==> src/include/nic_pkg.sv <==
package nic_pkg;
  localparam int          NVEC        = 14;
  localparam int          NBANK       = 4;
  localparam logic [1:0]  LVL0        = 2'h2;
  localparam logic [1:0]  LVL1        = 2'h1;
  localparam logic [1:0]  LVL2        = 2'h0;
  localparam logic [1:0]  LVL3        = 2'h3;
  localparam int          CC_HI_BIT   = 5;
  localparam int          CC_LO_BIT   = 3;
  localparam logic [7:0]  CC_RESET    = 8'hea;
  localparam logic [7:0]  BANK_RESET  = 8'hff;
  localparam logic [3:0]  BANK3_FIXED = 4'hf;
  localparam logic [2:0]  REG_BANK0   = 3'h0;
  localparam logic [2:0]  REG_BANK3   = 3'h3;
  localparam logic [2:0]  REG_FLAGS   = 3'h4;
  localparam logic [2:0]  REG_PINSEL  = 3'h5;
  localparam logic [2:0]  REG_PEND    = 3'h6;
  localparam logic [15:0] HALT_CAP    = 16'h20be;
  localparam int          EXT_BASE    = 2;

  typedef enum logic [2:0] {
    NIC_CMD_NONE, NIC_CMD_IRQ_EN, NIC_CMD_IRQ_DIS, NIC_CMD_HALT,
    NIC_CMD_WAIT_IRQ, NIC_CMD_IRQ_RET, NIC_CMD_POPCC, NIC_CMD_TRAP
  } nic_cmd_t;

  typedef enum logic [1:0] {
    NIC_KIND_RESET, NIC_KIND_TRAP, NIC_KIND_MASK
  } nic_kind_t;

  typedef struct packed {
    logic      valid;
    nic_kind_t kind;
    logic [3:0] vec;
  } nic_sel_t;

  typedef struct packed {
    nic_cmd_t   cmd;
    logic [7:0] cc;
  } nic_instr_t;

  // Level code to rank: 0 lowest, 3 highest
  function automatic logic [1:0] nic_rank(input logic [1:0] code);
    case (code)
      LVL0:    nic_rank = 2'h0;
      LVL1:    nic_rank = 2'h1;
      LVL2:    nic_rank = 2'h2;
      default: nic_rank = 2'h3;
    endcase
  endfunction
endpackage
==> src/design/nic_ctrl.sv <==
// The address map and the Avalon-MM slave port are this design's own decisions.
`timescale 1ns/1ps
module nic_ctrl #(
  parameter int NGRP  = 4,
  parameter int GPINS = 4
) (
  input  wire logic                  clk_sys,
  input  wire logic                  rstn,
  input  wire logic                  ce,
  input  wire logic [2:0]            avs_address,
  input  wire logic                  avs_read,
  input  wire logic                  avs_write,
  input  wire logic [31:0]           avs_writedata,
  output logic      [31:0]           avs_readdata,
  output logic                       avs_waitrequest,
  input  wire logic [NGRP*GPINS-1:0] ext_pins,
  input  wire logic [13:0]           periph_flag,
  input  wire logic [13:0]           periph_en,
  input  wire logic [13:0]           periph_clr,
  input  wire nic_pkg::nic_instr_t   cpu_instr,
  input  wire logic                  irq_ack,
  output nic_pkg::nic_sel_t          irq_sel,
  output logic      [7:0]            cc_out,
  output logic                       level_masked,
  output logic                       cpu_sleep,
  output logic                       cpu_wake
);

  // ----------------------------------------
  // Elaboration checks
  // ----------------------------------------
  if (nic_pkg::EXT_BASE + NGRP > nic_pkg::NVEC || NGRP < 1 || GPINS < 1 ||
      NGRP * GPINS > 32) begin : g_bad_cfg
    $error("nic_ctrl: pin grouping does not fit the vector table");
  end

  typedef enum logic [1:0] {ST_RUN, ST_WAIT, ST_HALT, ST_HALT_EXIT} nic_state_t;

  nic_state_t              state_q;
  logic [7:0]              cc_q;
  logic [7:0]              bank_q [nic_pkg::NBANK];
  logic [NGRP*GPINS-1:0]   pinsel_q;
  logic [NGRP*GPINS-1:0]   sync1_q;
  logic [NGRP*GPINS-1:0]   sync2_q;
  logic [NGRP-1:0]         grp_prev_q;
  logic [NGRP-1:0]         grp_now;
  logic [13:0]             ext_pend_q;
  logic [13:0]             per_pend_q;
  logic [13:0]             ext_set;
  logic [13:0]             ext_mask;
  logic [13:0]             per_set;
  logic [13:0]             pend;
  logic [13:0]             elig;
  logic                    reset_pend_q;
  logic                    trap_pend_q;
  logic                    rsp_q;
  logic [31:0]             rdata_q;
  logic [1:0]              cur_rank;
  logic [1:0]              best_r;
  nic_pkg::nic_sel_t       sel;
  nic_pkg::nic_sel_t       irq_q;
  logic                    wr_hit;
  logic                    rd_take;
  logic                    ack_mask;

  function automatic logic [1:0] vlev(input logic [7:0] b [nic_pkg::NBANK], input int v);
    vlev = b[v / 4][2 * (v % 4) +: 2];
  endfunction

  // ----------------------------------------
  // Avalon slave: one wait state per access
  // ----------------------------------------
  // Answer held back while frozen, else a write could be lost
  assign avs_waitrequest = (avs_read | avs_write) & ~(rsp_q & ce);
  assign wr_hit  = ce & avs_write & rsp_q;
  assign rd_take = ce & avs_read & ~rsp_q;
  assign avs_readdata = rdata_q;

  always_ff @(posedge clk_sys or negedge rstn) begin
    if (!rstn) begin
      rsp_q <= 1'b0;
    end else if (ce) begin
      rsp_q <= (avs_read | avs_write) & ~rsp_q;
    end
  end

  always_ff @(posedge clk_sys or negedge rstn) begin
    if (!rstn) begin
      rdata_q <= 32'h0;
    end else if (rd_take) begin
      rdata_q <= 32'h0;
      if (avs_address <= nic_pkg::REG_BANK3) begin
        rdata_q[7:0] <= bank_q[avs_address[1:0]];
      end else if (avs_address == nic_pkg::REG_FLAGS) begin
        rdata_q[7:0] <= cc_q;
      end else if (avs_address == nic_pkg::REG_PINSEL) begin
        rdata_q[NGRP*GPINS-1:0] <= pinsel_q;
      end else if (avs_address == nic_pkg::REG_PEND) begin
        rdata_q[13:0] <= pend;
      end
    end
  end

  // ----------------------------------------
  // Level banks
  // ----------------------------------------
  // Level-0 code is refused per field so a partial update is possible
  always_ff @(posedge clk_sys or negedge rstn) begin
    if (!rstn) begin
      for (int b = 0; b < nic_pkg::NBANK; b++) begin
        bank_q[b] <= nic_pkg::BANK_RESET;
      end
    end else if (wr_hit && avs_address <= nic_pkg::REG_BANK3) begin
      for (int f = 0; f < 4; f++) begin
        if (avs_writedata[2*f +: 2] != nic_pkg::LVL0) begin
          bank_q[avs_address[1:0]][2*f +: 2] <= avs_writedata[2*f +: 2];
        end
      end
      if (avs_address == nic_pkg::REG_BANK3) begin
        bank_q[3][7:4] <= nic_pkg::BANK3_FIXED;
      end
    end
  end

  always_ff @(posedge clk_sys or negedge rstn) begin
    if (!rstn) begin
      pinsel_q <= '0;
    end else if (wr_hit && avs_address == nic_pkg::REG_PINSEL) begin
      pinsel_q <= avs_writedata[NGRP*GPINS-1:0];
    end
  end

  // ----------------------------------------
  // External pins: sync, group OR, edge latch
  // ----------------------------------------
  always_ff @(posedge clk_sys or negedge rstn) begin
    if (!rstn) begin
      sync1_q    <= '0;
      sync2_q    <= '0;
      grp_prev_q <= '0;
    end else if (ce) begin
      sync1_q    <= ext_pins;
      sync2_q    <= sync1_q;
      grp_prev_q <= grp_now;
    end
  end

  always_comb begin
    ext_set  = '0;
    ext_mask = '0;
    for (int g = 0; g < NGRP; g++) begin
      grp_now[g] = |(sync2_q[g*GPINS +: GPINS] & pinsel_q[g*GPINS +: GPINS]);
      ext_set[nic_pkg::EXT_BASE + g]  = grp_now[g] & ~grp_prev_q[g];
      ext_mask[nic_pkg::EXT_BASE + g] = 1'b1;
    end
  end

  assign ack_mask = ce & irq_ack & irq_q.valid & (irq_q.kind == nic_pkg::NIC_KIND_MASK);

  // New edge in the entry cycle survives: set wins
  always_ff @(posedge clk_sys or negedge rstn) begin
    if (!rstn) begin
      ext_pend_q <= '0;
    end else if (ce) begin
      for (int v = 0; v < nic_pkg::NVEC; v++) begin
        if (ext_set[v]) begin
          ext_pend_q[v] <= 1'b1;
        end else if (ack_mask && irq_q.vec == 4'(v)) begin
          ext_pend_q[v] <= 1'b0;
        end
      end
    end
  end

  // ----------------------------------------
  // Peripheral request latches
  // ----------------------------------------
  assign per_set = periph_flag & periph_en & ~ext_mask;

  always_ff @(posedge clk_sys or negedge rstn) begin
    if (!rstn) begin
      per_pend_q <= '0;
    end else if (ce) begin
      per_pend_q <= per_set | (per_pend_q & ~periph_clr);
    end
  end

  assign pend = ext_pend_q | per_pend_q;

  // ----------------------------------------
  // Priority decision
  // ----------------------------------------
  assign cur_rank = nic_pkg::nic_rank({cc_q[nic_pkg::CC_HI_BIT], cc_q[nic_pkg::CC_LO_BIT]});

  always_comb begin
    sel      = '0;
    sel.kind = nic_pkg::NIC_KIND_MASK;
    best_r   = 2'h0;
    elig     = '0;
    for (int v = 0; v < nic_pkg::NVEC; v++) begin
      elig[v] = pend[v] && (nic_pkg::nic_rank(vlev(bank_q, v)) > cur_rank) &&
                (state_q != ST_HALT_EXIT || nic_pkg::HALT_CAP[v]);
      // Strict compare keeps the lower vector on a tie
      if (elig[v] && (!sel.valid || nic_pkg::nic_rank(vlev(bank_q, v)) > best_r)) begin
        sel.valid = 1'b1;
        sel.vec   = 4'(v);
        best_r    = nic_pkg::nic_rank(vlev(bank_q, v));
      end
    end
    if (reset_pend_q) begin
      sel.valid = 1'b1;
      sel.kind  = nic_pkg::NIC_KIND_RESET;
      sel.vec   = 4'h0;
    end else if (trap_pend_q) begin
      sel.valid = 1'b1;
      sel.kind  = nic_pkg::NIC_KIND_TRAP;
      sel.vec   = 4'h0;
    end
    if (state_q == ST_HALT || state_q == ST_WAIT) begin
      sel.valid = 1'b0;
    end
  end

  // Request withdrawn on the ack edge so it is never taken twice
  always_ff @(posedge clk_sys or negedge rstn) begin
    if (!rstn) begin
      irq_q <= '0;
    end else if (ce) begin
      irq_q <= sel;
      if (irq_ack) begin
        irq_q.valid <= 1'b0;
      end
    end
  end

  assign irq_sel = irq_q;

  always_ff @(posedge clk_sys or negedge rstn) begin
    if (!rstn) begin
      reset_pend_q <= 1'b1;
      trap_pend_q  <= 1'b0;
    end else if (ce) begin
      if (irq_ack && irq_q.valid && irq_q.kind == nic_pkg::NIC_KIND_RESET) begin
        reset_pend_q <= 1'b0;
      end
      if (cpu_instr.cmd == nic_pkg::NIC_CMD_TRAP) begin
        trap_pend_q <= 1'b1;
      end else if (irq_ack && irq_q.valid && irq_q.kind == nic_pkg::NIC_KIND_TRAP) begin
        trap_pend_q <= 1'b0;
      end
    end
  end

  // ----------------------------------------
  // Condition flags
  // ----------------------------------------
  // Bank level is loaded only on entry; a bank rewrite mid-routine waits
  always_ff @(posedge clk_sys or negedge rstn) begin
    if (!rstn) begin
      cc_q <= nic_pkg::CC_RESET;
    end else if (ce) begin
      if (irq_ack && irq_q.valid) begin
        if (irq_q.kind == nic_pkg::NIC_KIND_MASK) begin
          {cc_q[nic_pkg::CC_HI_BIT], cc_q[nic_pkg::CC_LO_BIT]} <=
            vlev(bank_q, int'(irq_q.vec));
        end else begin
          cc_q[nic_pkg::CC_HI_BIT] <= 1'b1;
          cc_q[nic_pkg::CC_LO_BIT] <= 1'b1;
        end
      end else begin
        case (cpu_instr.cmd)
          nic_pkg::NIC_CMD_IRQ_EN, nic_pkg::NIC_CMD_HALT, nic_pkg::NIC_CMD_WAIT_IRQ: begin
            {cc_q[nic_pkg::CC_HI_BIT], cc_q[nic_pkg::CC_LO_BIT]} <= nic_pkg::LVL0;
          end
          nic_pkg::NIC_CMD_IRQ_DIS, nic_pkg::NIC_CMD_TRAP: begin
            {cc_q[nic_pkg::CC_HI_BIT], cc_q[nic_pkg::CC_LO_BIT]} <= nic_pkg::LVL3;
          end
          nic_pkg::NIC_CMD_IRQ_RET, nic_pkg::NIC_CMD_POPCC: begin
            cc_q <= cpu_instr.cc;
          end
          default: begin
            cc_q <= cc_q;
          end
        endcase
      end
    end
  end

  assign cc_out       = cc_q;
  assign level_masked = cur_rank == nic_pkg::nic_rank(nic_pkg::LVL3);

  // ----------------------------------------
  // Low-power state
  // ----------------------------------------
  always_ff @(posedge clk_sys or negedge rstn) begin
    if (!rstn) begin
      state_q <= ST_RUN;
    end else if (ce) begin
      case (state_q)
        ST_RUN: begin
          if (cpu_instr.cmd == nic_pkg::NIC_CMD_HALT) begin
            state_q <= ST_HALT;
          end else if (cpu_instr.cmd == nic_pkg::NIC_CMD_WAIT_IRQ) begin
            state_q <= ST_WAIT;
          end
        end
        ST_WAIT: begin
          if ((|pend) || trap_pend_q) begin
            state_q <= ST_RUN;
          end
        end
        ST_HALT: begin
          if ((|(pend & nic_pkg::HALT_CAP[13:0])) || trap_pend_q) begin
            state_q <= ST_HALT_EXIT;
          end
        end
        ST_HALT_EXIT: begin
          if (irq_ack && irq_q.valid) begin
            state_q <= ST_RUN;
          end
        end
        default: begin
          state_q <= ST_RUN;
        end
      endcase
    end
  end

  assign cpu_sleep = (state_q == ST_WAIT) || (state_q == ST_HALT);
  assign cpu_wake  = (state_q == ST_WAIT && ((|pend) || trap_pend_q)) ||
                     (state_q == ST_HALT &&
                      ((|(pend & nic_pkg::HALT_CAP[13:0])) || trap_pend_q));

  // ----------------------------------------
  // Assertions
  // ----------------------------------------
  logic [1:0]              ack_lvl;
  logic [1:0]              win_r;
  logic                    win_beaten;
  assign ack_lvl = vlev(bank_q, int'(irq_q.vec));
  assign win_r   = nic_pkg::nic_rank(vlev(bank_q, int'(sel.vec)));
  always_comb begin
    win_beaten = 1'b0;
    for (int v = 0; v < nic_pkg::NVEC; v++) begin
      if (elig[v] && (nic_pkg::nic_rank(vlev(bank_q, v)) > win_r ||
          (nic_pkg::nic_rank(vlev(bank_q, v)) == win_r && 4'(v) < sel.vec))) begin
        win_beaten = 1'b1;
      end
    end
  end
endmodule

==> config.mk <==
export PLATFORM = sky130hd
export DESIGN_NAME = nic_ctrl
export DESIGN_NICKNAME = d
export VERILOG_FILES = /design/src/include/nic_pkg.sv /design/src/design/nic_ctrl.sv
export SDC_FILE = /design/constraint.sdc
export NUM_CORES = 1
export LEC_CHECK = 0
export BUFFER_PORTS_ARGS = -buffer_cell sky130_fd_sc_hd__buf_2
export CORE_ASPECT_RATIO = 1.25
export CORE_MARGIN = 10
export CORE_UTILIZATION = 45
export CTS_BUF_LIST = sky130_fd_sc_hd__clkbuf_2
export DETAILED_ROUTE_END_ITERATION = 10
export PLACE_DENSITY = 0.8
export SYNTH_ARGS = -nofsm -noshare
export SYNTH_HDL_FRONTEND = slang
export SYNTH_SLANG_ARGS = --single-unit
==> constraint.sdc <==
create_clock -name clk_sys -period 14.8 [get_ports clk_sys]
set_input_delay 2.96 -clock clk_sys [delete_from_list [all_inputs] [get_ports clk_sys]]
set_output_delay 2.96 -clock clk_sys [all_outputs]
set_load 0.03 [all_outputs]
==> results of run 1 <==
## placed cells by master (no fill, tap or decap), types with 7 or more instances in the layout
master / instances
a21oi_1: 32
a21oi_2: 14
a22oi_1: 11
a32o_1: 12
buf_2: 119
buf_4: 87
clkbuf_2: 17
conb_1: 16
dfrtp_1: 100
dfstp_2: 38
ha_1: 75
ha_4: 13
inv_1: 38
mux2_2: 54
mux4_2: 18
nand2_1: 115
nand2b_1: 10
nor2_1: 55
nor2b_1: 16
nor2b_4: 9
o211ai_1: 7
o21ai_0: 59
o21ai_2: 7
## logic make-up (layout without fill, tap and decap cells)
kind of cell | Yosys count | after routing | synth area share (%)
XOR/XNOR | 1 | 1 | 0.09879
other | 1 | 18 | 0.04229
AO/OA/AOI/OAI | 224 | 224 | 17.54
flip-flops | 138 | 138 | 39.48
AND/OR/NAND/NOR | 255 | 255 | 13.43
multiplexers | 80 | 80 | 12.40
buffers and inverters | 89 | 288 | 4.445
adder cells (fa/ha/maj) | 89 | 89 | 12.56
## state kept, by name (all words and copies together) (netlist names), 2 cells and up
name          cells
avs_readdata     16
bank_q           32
cc_out            8
ext_pend_q        4
grp_prev_q        4
irq_sel           7
per_pend_q       14
pinsel_q         16
state_q           2
sync1_q          16
sync2_q          16
## stage by stage
stage                     util, %  instance area, sq um
after floorplan                 -                  9104
after global placement      52.93                 10270
after detailed placement    52.93                 10270
after CTS                   55.84                 10830
after global routing        57.40                 11140
final                       57.40                 11140
## critical path: cells and delay by family (launching register included)
| kind | cells | cell delay (ps) |
|---|---|---|
| adder cells (fa/ha/maj) | 15 | 3740 |
| AO/OA/AOI/OAI | 45 | 6750 |
| AND/OR/NAND/NOR | 19 | 2980 |
| multiplexers | 2 | 640 |
| flip-flops | 1 | 590 |
| buffers and inverters | 7 | 500 |
## cell type report
type                       instances  share of cell area [%]
tap                              265                   2.978
antenna                            2                 0.04494
multi-input combinational        665                   50.10
clock inverter                    15                   1.371
timing repair buffer             211                   11.72
clock buffer                      17                  0.7640
sequential                       138                   31.44
inverter                          45                   1.584
## worst max-delay path by stage
stage	slack, ps	startpoint	to	depth (start not counted)
final	-540	cc_out[5]$_DFFE_PN1P_	irq_sel[2]$_DFFE_PN0P_	88
after global routing	-1230	cc_out[5]$_DFFE_PN1P_	irq_sel[2]$_DFFE_PN0P_	90
after CTS	-180	cc_out[5]$_DFFE_PN1P_	irq_sel[2]$_DFFE_PN0P_	88
after detailed placement	-720	bank_q[25]$_DFFE_PN1P_	irq_sel[2]$_DFFE_PN0P_	89
after global placement	-530	bank_q[25]$_DFFE_PN1P_	irq_sel[2]$_DFFE_PN0P_	87
after floorplan	-300	cc_out[5]$_DFFE_PN1P_	irq_sel[2]$_DFFE_PN0P_	87
## power by group through the flow
| stage | Sequential, mW | Combinational, mW | Clock, mW |
|---|---|---|---|
| 2_1_floorplan | 0.570 | 1.06 | 0 |
| 3_3_place_gp | 0.557 | 1.53 | 0 |
| 3_5_place_dp | 0.561 | 1.59 | 0 |
| 4_1_cts | 0.555 | 1.81 | 0.234 |
| 5_1_grt | 0.567 | 2.34 | 0.250 |
| 6_report | 0.557 | 2.15 | 0.231 |
## routing by layer
metal | up-vias | global-route usage, %
met2 | 362 | 35.77
met1 | 3843 | 21.59
li1 | 3572 | -
met4 | 0 | 11.60
met3 | 115 | 3.965
met5 | - | 0
## timing repair
item	in CTS	in global routing
gates resized for setup	32	40
endpoints found under the setup margin	4	4
setup buffers	20	11
pin swaps	28	50
==> results.md, run 1 <==
- **number of synthesized flops with an enable pin** 0
- **gr ovfl total** 0
- **peak per-stage delay on the critical path** 590 ps
- **final hold slack** 455.8 ps
- **count of clock tree sinks** 138
- **total design power** 2.940 mW
- **average routed wire per standard cell** 19.67 microns
- **number of synthesized register bits** 138
- **Critical Setup Path Class** reg2reg
- **clock buffer depth** 2
- **power density relative to cell area** 264.1 nW/um^2
- **die outline height** 176.9 microns
- **final std cells w/o fill** 1358
- **number of instances in the synthesized netlist** 877
- **layout net count** 1277
- **maximum number of pins on one net before global-route repair** 85
- **Primary FF master, synth** dfrtp_1
- **post-detailed-route count of antenna-violating nets** 0
- **post-synthesis area per instance** 10.11 sq um
- **DRC Markers** 0
- **core box area** 19400 sq um
- **area of the multi-input gates** 5579 sq um
- **master of the slowest instance on the critical path** dfstp_2
- **leakage power** 5.184 nW
- **largest area contributor in the netlist** dfrtp_1
- **biggest fanout along the worst timing path** 6
- **number of placed instances, taps included** 1293
- **total length of routed met3 wires** 1777 microns
- **length of routed met2 wiring** 13540 microns
- **Async SR Flop Fraction** 100.0%
- **fillers** 1610
- **post-synthesis sequential area ratio** 39.48%
- **most prevalent standard cell on the critical path** a21oi_2
- **post-placement worst setup slack** -723.4 ps
- **synth unique cells** 76
- **setup tns final** -1807 ps
- **top routing layer used** met4
- **final critical path time including I/O delays and setup** 15340 ps
- **wire length of the first global-routing pass** 41610 microns
- **total iterations of the first detailed-routing run** 6
- **Rows** 57
- **initial core utilization** 45.71%
- **number of antenna violations at the first check in global routing** 1
- **number of H-tree levels** 4
- **Rel. slew slack** 32.27%
- **final number of hold-violating endpoints** 0
- **launch instance of the worst register-to-register path** cc_out[5]$_DFFE_PN1P_
- **element type at the critical path start** flip-flop
- **vias per cell** 5.811
- **Hold EP** ext_pend_q[2]$_DFFE_PN0P_
- **summed instance area of the synthesized netlist** 8867 sq um
- **synth warn** 0
- **setup skew after layout** 81.10 ps
- **top-area cell type share of the netlist area** 28.22%
- **arrival time at the worst endpoint** 15910 ps
- **placer congestion estimate** 0.9036
- **RSZ-0062 raised after global routing** true
- **violations in the final reports** negative setup slack
- **worst hold path type** reg2reg
- **CTS clk-pin slew, worst paths** 240 ps
- **peak supply drop** 0.1682 mV
- **combinational fraction of design power** 73.2%
- **reg-to-reg setup timing slack** -540 ps
- **maximum capacitance violations** 0
- **Register Area** 3501 sq um
- **metal1 wirelength** 9748 microns
- **global-route total usage across every layer** 19.96%
- **growth of design area from synthesis to finish** 25.58%
- **Total Die Area** 25760 sq um
- **leading post-synthesis cells by cell area** dfrtp_1 (28%), ha_1 (13%), dfstp_2 (11%)
- **die boundary width** 145.6 microns
- **number of failing setup endpoints in the final timing report** 4
- **Total Wirelength** 26710 microns
- **run status** finished, violations left
- **Worst R2R Path Depth** 88
- **vias in the first global route** 7987
- **internal portion of total power** 1.633 mW
- **number of hold buffers added after cts** 0
- **max-slew violation total from the final report** 0
- **Sw Share** 44.47%
- **part of the cycle the worst path needs** 103.7%
- **part of the total power dissipated in the clock network** 7.8%
- **switching component of the power** 1.308 mW
- **Cells on Worst Hold Path** 1
- **sequential power share** 18.9%
- **CTS root buffer** clkbuf_2
- **most instantiated library cell after synthesis** nand2_1
- **crit end category** flip-flop
- **endpoint of the worst-slack reg-to-reg timing path** irq_sel[2]$_DFFE_PN0P_
- **worst setup slack after layout** -541.8 ps
- **later-pin clock latency in the skew report** 740 ps
- **list of most frequent post-synthesis cells** nand2_1 (116), dfrtp_1 (100), ha_1 (89)
- **dpl hpwl** 20120 microns
- **Slew @ Worst Pin** 1007 ps
- **worst min-delay path startpoint** grp_prev_q[0]$_DFFE_PN0P_
- **Max Clock Freq** 0.06518 GHz
- **port buffer count** 120
- **clock tree from TritonCTS** yes
- **Top-Level Pins** 161
- **number of vias in the routed layout** 7892
- **CTS buffer count** 17
- **number of design-rule violations left by the first detailed-router iteration** 519
- **required time worst endpoint** 15370 ps
- **layout cell share with drive strength beyond 1** 41.61%
(Power assumes the default switching activity.)
==> run 2: changes to the inputs <==
--- a/config.mk
+++ b/config.mk
@@ -5,9 +5,9 @@
 export SDC_FILE = /design/constraint.sdc
 export NUM_CORES = 1
 export LEC_CHECK = 0
+export ABC_AREA = 1
 export BUFFER_PORTS_ARGS = -buffer_cell sky130_fd_sc_hd__buf_2
 export CORE_ASPECT_RATIO = 1.25
-export CORE_MARGIN = 10
 export CORE_UTILIZATION = 45
 export CTS_BUF_LIST = sky130_fd_sc_hd__clkbuf_2
 export DETAILED_ROUTE_END_ITERATION = 10
==> run 2 against run 1 <==
Effect of this change: synthesized cell count up 29%; clock skew is 47 ps lower; the flow now finishes without violations; synthesized area fell by 0.49%; critical endpoint is now irq_sel[3]$_DFFE_PN0P_; sequential cell count unchanged; power decreased by 17%; sequential power shrank 6.3%; global-route usage is 4.9 points higher; setup slack improved by 1400 ps; sequential share of layout area is 2.8 points higher; final cell count grew 13%; utilization fell by 3.6 points; wire length decreased by 5.8%.
==> results.md, run 2 <==
- **run status** finished, final reports clean
- **leading post-synthesis cells by cell area** dfrtp_1 (28%), nand2_1 (13%), ha_1 (13%)
- **placed cell areas** 9668 sq um
- **CTS buffer count** 17
- **gr ovfl total** 0
- **Async SR Flop Fraction** 100.0%
- **max-slew violation total from the final report** 0
- **CTS clk-pin slew, worst paths** 230 ps
- **port buffer count** 120
- **most instantiated library cell after synthesis** nand2_1
- **Core Util, Final** 53.80%
- **maximum number of pins on one net before global-route repair** 86
- **biggest fanout along the worst timing path** 7
- **die boundary width** 127.2 microns
- **total iterations of the first detailed-routing run** 5
- **area of the multi-input gates** 4832 sq um
- **Sw Share** 49.91%
- **power density relative to cell area** 240.3 nW/um^2
- **number of synthesized flops with an enable pin** 0
- **most frequent cells in the layout** nand2_1 (298), inv_1 (140), buf_2 (119)
- **list of most frequent post-synthesis cells** nand2_1 (317), inv_1 (147), o21ai_0 (106)
- **final hold slack** 473.0 ps
- **leakage power** 5.323 nW
- **worst hold path type** reg2reg
- **Total Wirelength** 25180 microns
- **initial core utilization** 46.47%
- **number of instances in the synthesized netlist** 1135
- **arrival time at the worst endpoint** 14540 ps
- **fillers** 1765
- **worst setup slack after layout** 879.7 ps
- **met1 Resource Use GR** 28.05%
- **vias in the first global route** 7726
- **sequential power share** 21.3%
- **vias per cell** 5.378
- **peak per-stage delay on the critical path** 620 ps
- **Primary FF master, synth** dfrtp_1
- **number of H-tree levels** 4
- **top-area cell type share of the netlist area** 28.36%
- **Rows** 56
- **DRC Markers** 0
- **number of antenna violations at the first check in global routing** 1
- **master of the slowest instance on the critical path** dfstp_2
- **setup skew after layout** 34.10 ps
- **switching component of the power** 1.225 mW
- **final critical path time including I/O delays and setup** 13920 ps
- **final number of hold-violating endpoints** 0
- **summed instance area of the synthesized netlist** 8823 sq um
- **final std cells w/o fill** 1541
- **Register Area** 3501 sq um
- **combinational fraction of design power** 69.4%
- **later-pin clock latency in the skew report** 740 ps
- **post-synthesis area per instance** 7.774 sq um
- **clock tree from TritonCTS** yes
- **register with the most flip-flops** bank_q
- **dpl hpwl** 19140 microns
- **number of failing setup endpoints in the final timing report** 0
- **crit end category** flip-flop
- **CTS root buffer** clkbuf_2
- **CP Buf/Inv Count** 20
- **number of synthesized register bits** 138
- **synth warn** 0
- **number of design-rule violations left by the first detailed-router iteration** 632
- **kind of cell with the highest combined delay on the critical path** simple AND/OR/NAND/NOR gates
- **required time worst endpoint** 15420 ps
- **Total Die Area** 20180 sq um
- **maximum capacitance violations** 0
- **wire length of the first global-routing pass** 38250 microns
- **Max Clock Freq** 0.07184 GHz
- **layout cell share with drive strength beyond 1** 22.52%
- **placer congestion estimate** 0.9836
- **global-route track usage on met3** 4.435%
- **post-synthesis sequential area ratio** 39.68%
- **Critical Setup Path Class** reg2reg
- **die outline height** 158.6 microns
- **clock buffer depth** 2
- **most prevalent standard cell on the critical path** nand2_1
- **total design power** 2.455 mW
- **post-detailed-route count of antenna-violating nets** 0
- **largest area contributor in the netlist** dfrtp_1
- **growth of design area from synthesis to finish** 15.78%
- **part of the cycle the worst path needs** 94.06%
- **Slew @ Worst Pin** 1105 ps
- **element type at the critical path start** flip-flop
- **number of hold buffers added after cts** 0
- **internal portion of total power** 1.230 mW
- **count of clock tree sinks** 138
- **post-placement worst setup slack** 71.00 ps
- **core box area** 18990 sq um
- **average routed wire per standard cell** 16.34 microns
- **met2 Track Usage GR** 44.48%
- **number of placed instances, taps included** 1499
- **part of the total power dissipated in the clock network** 9.3%
- **layer with the highest usage after global routing** met2
- **global-route total usage across every layer** 24.89%
- **peak supply drop** 0.1870 mV
- **flip-flop count of the largest register, all copies and words added** 32
- **Top-Level Pins** 161
- **post-route cell area** 10220 sq um
- **most common cell after layout, fill and taps aside** nand2_1
- **synth unique cells** 51
- **number of vias in the routed layout** 8287
- **Rel. slew slack** 26.26%
- **setup tns final** 0 ps
- **layout net count** 1465
-- run 2: logic make-up after synthesis --
logic type               synth area share, %
AND/OR/NAND/NOR                        22.25
AO/OA/AOI/OAI                          15.95
buffers and inverters                  8.820
flip-flops                             39.68
adder cells (fa/ha/maj)                12.62
multiplexers                          0.6381
other                                0.04250
-- run 2: power by group through the flow --
stage	Sequential (mW)	Combinational, mW	Clock (mW)
global route	0.528	1.94	0.245
detailed placement	0.527	1.40	0
floorplan	0.546	1.05	0
global placement	0.525	1.34	0
CTS	0.520	1.41	0.231
finish	0.522	1.70	0.229
-- run 2: final timing paths --
path / from / slack [ps] / end / cells after the start
max: cc_out[5]$_DFFE_PN1P_ / 880 / irq_sel[3]$_DFFE_PN0P_ / 119
min: grp_prev_q[2]$_DFFE_PN0P_ / 470 / ext_pend_q[4]$_DFFE_PN0P_ / 1
max reg2reg: cc_out[5]$_DFFE_PN1P_ / 880 / irq_sel[3]$_DFFE_PN0P_ / 119
min reg2reg: grp_prev_q[2]$_DFFE_PN0P_ / 470 / ext_pend_q[4]$_DFFE_PN0P_ / 1
max in group asynchronous: rstn / 11250 / avs_readdata[7]$_DFFE_PN0P_ / 2
min in group asynchronous: rstn / 2120 / pinsel_q[10]$_DFFE_PN0P_ / 1
-- run 2: routing by layer --
layer	share of wire [%]	vias up
met5	0	-
met4	4.7	0
met3	5.7	80
met2	50	323
met1	40	3900
li1	-	3984
-- run 2: area by class of cell --
| class | instances | area share [%] |
|---|---|---|
| diodes | 1 | 0.02449 |
| clock buffers | 17 | 0.8328 |
| clock inverters | 15 | 1.531 |
| inverters | 150 | 5.511 |
| multi-input cells | 821 | 47.30 |
| flip-flops and latches | 138 | 34.27 |
| well taps | 261 | 3.197 |
| repair buffers | 138 | 7.336 |
-- run 2: what timing repair did --
item | CTS | global route
pin swaps | 0 | 27
setup endpoints to repair | 1 | 4
gates resized for setup | 1 | 71
setup buffers | 0 | 9
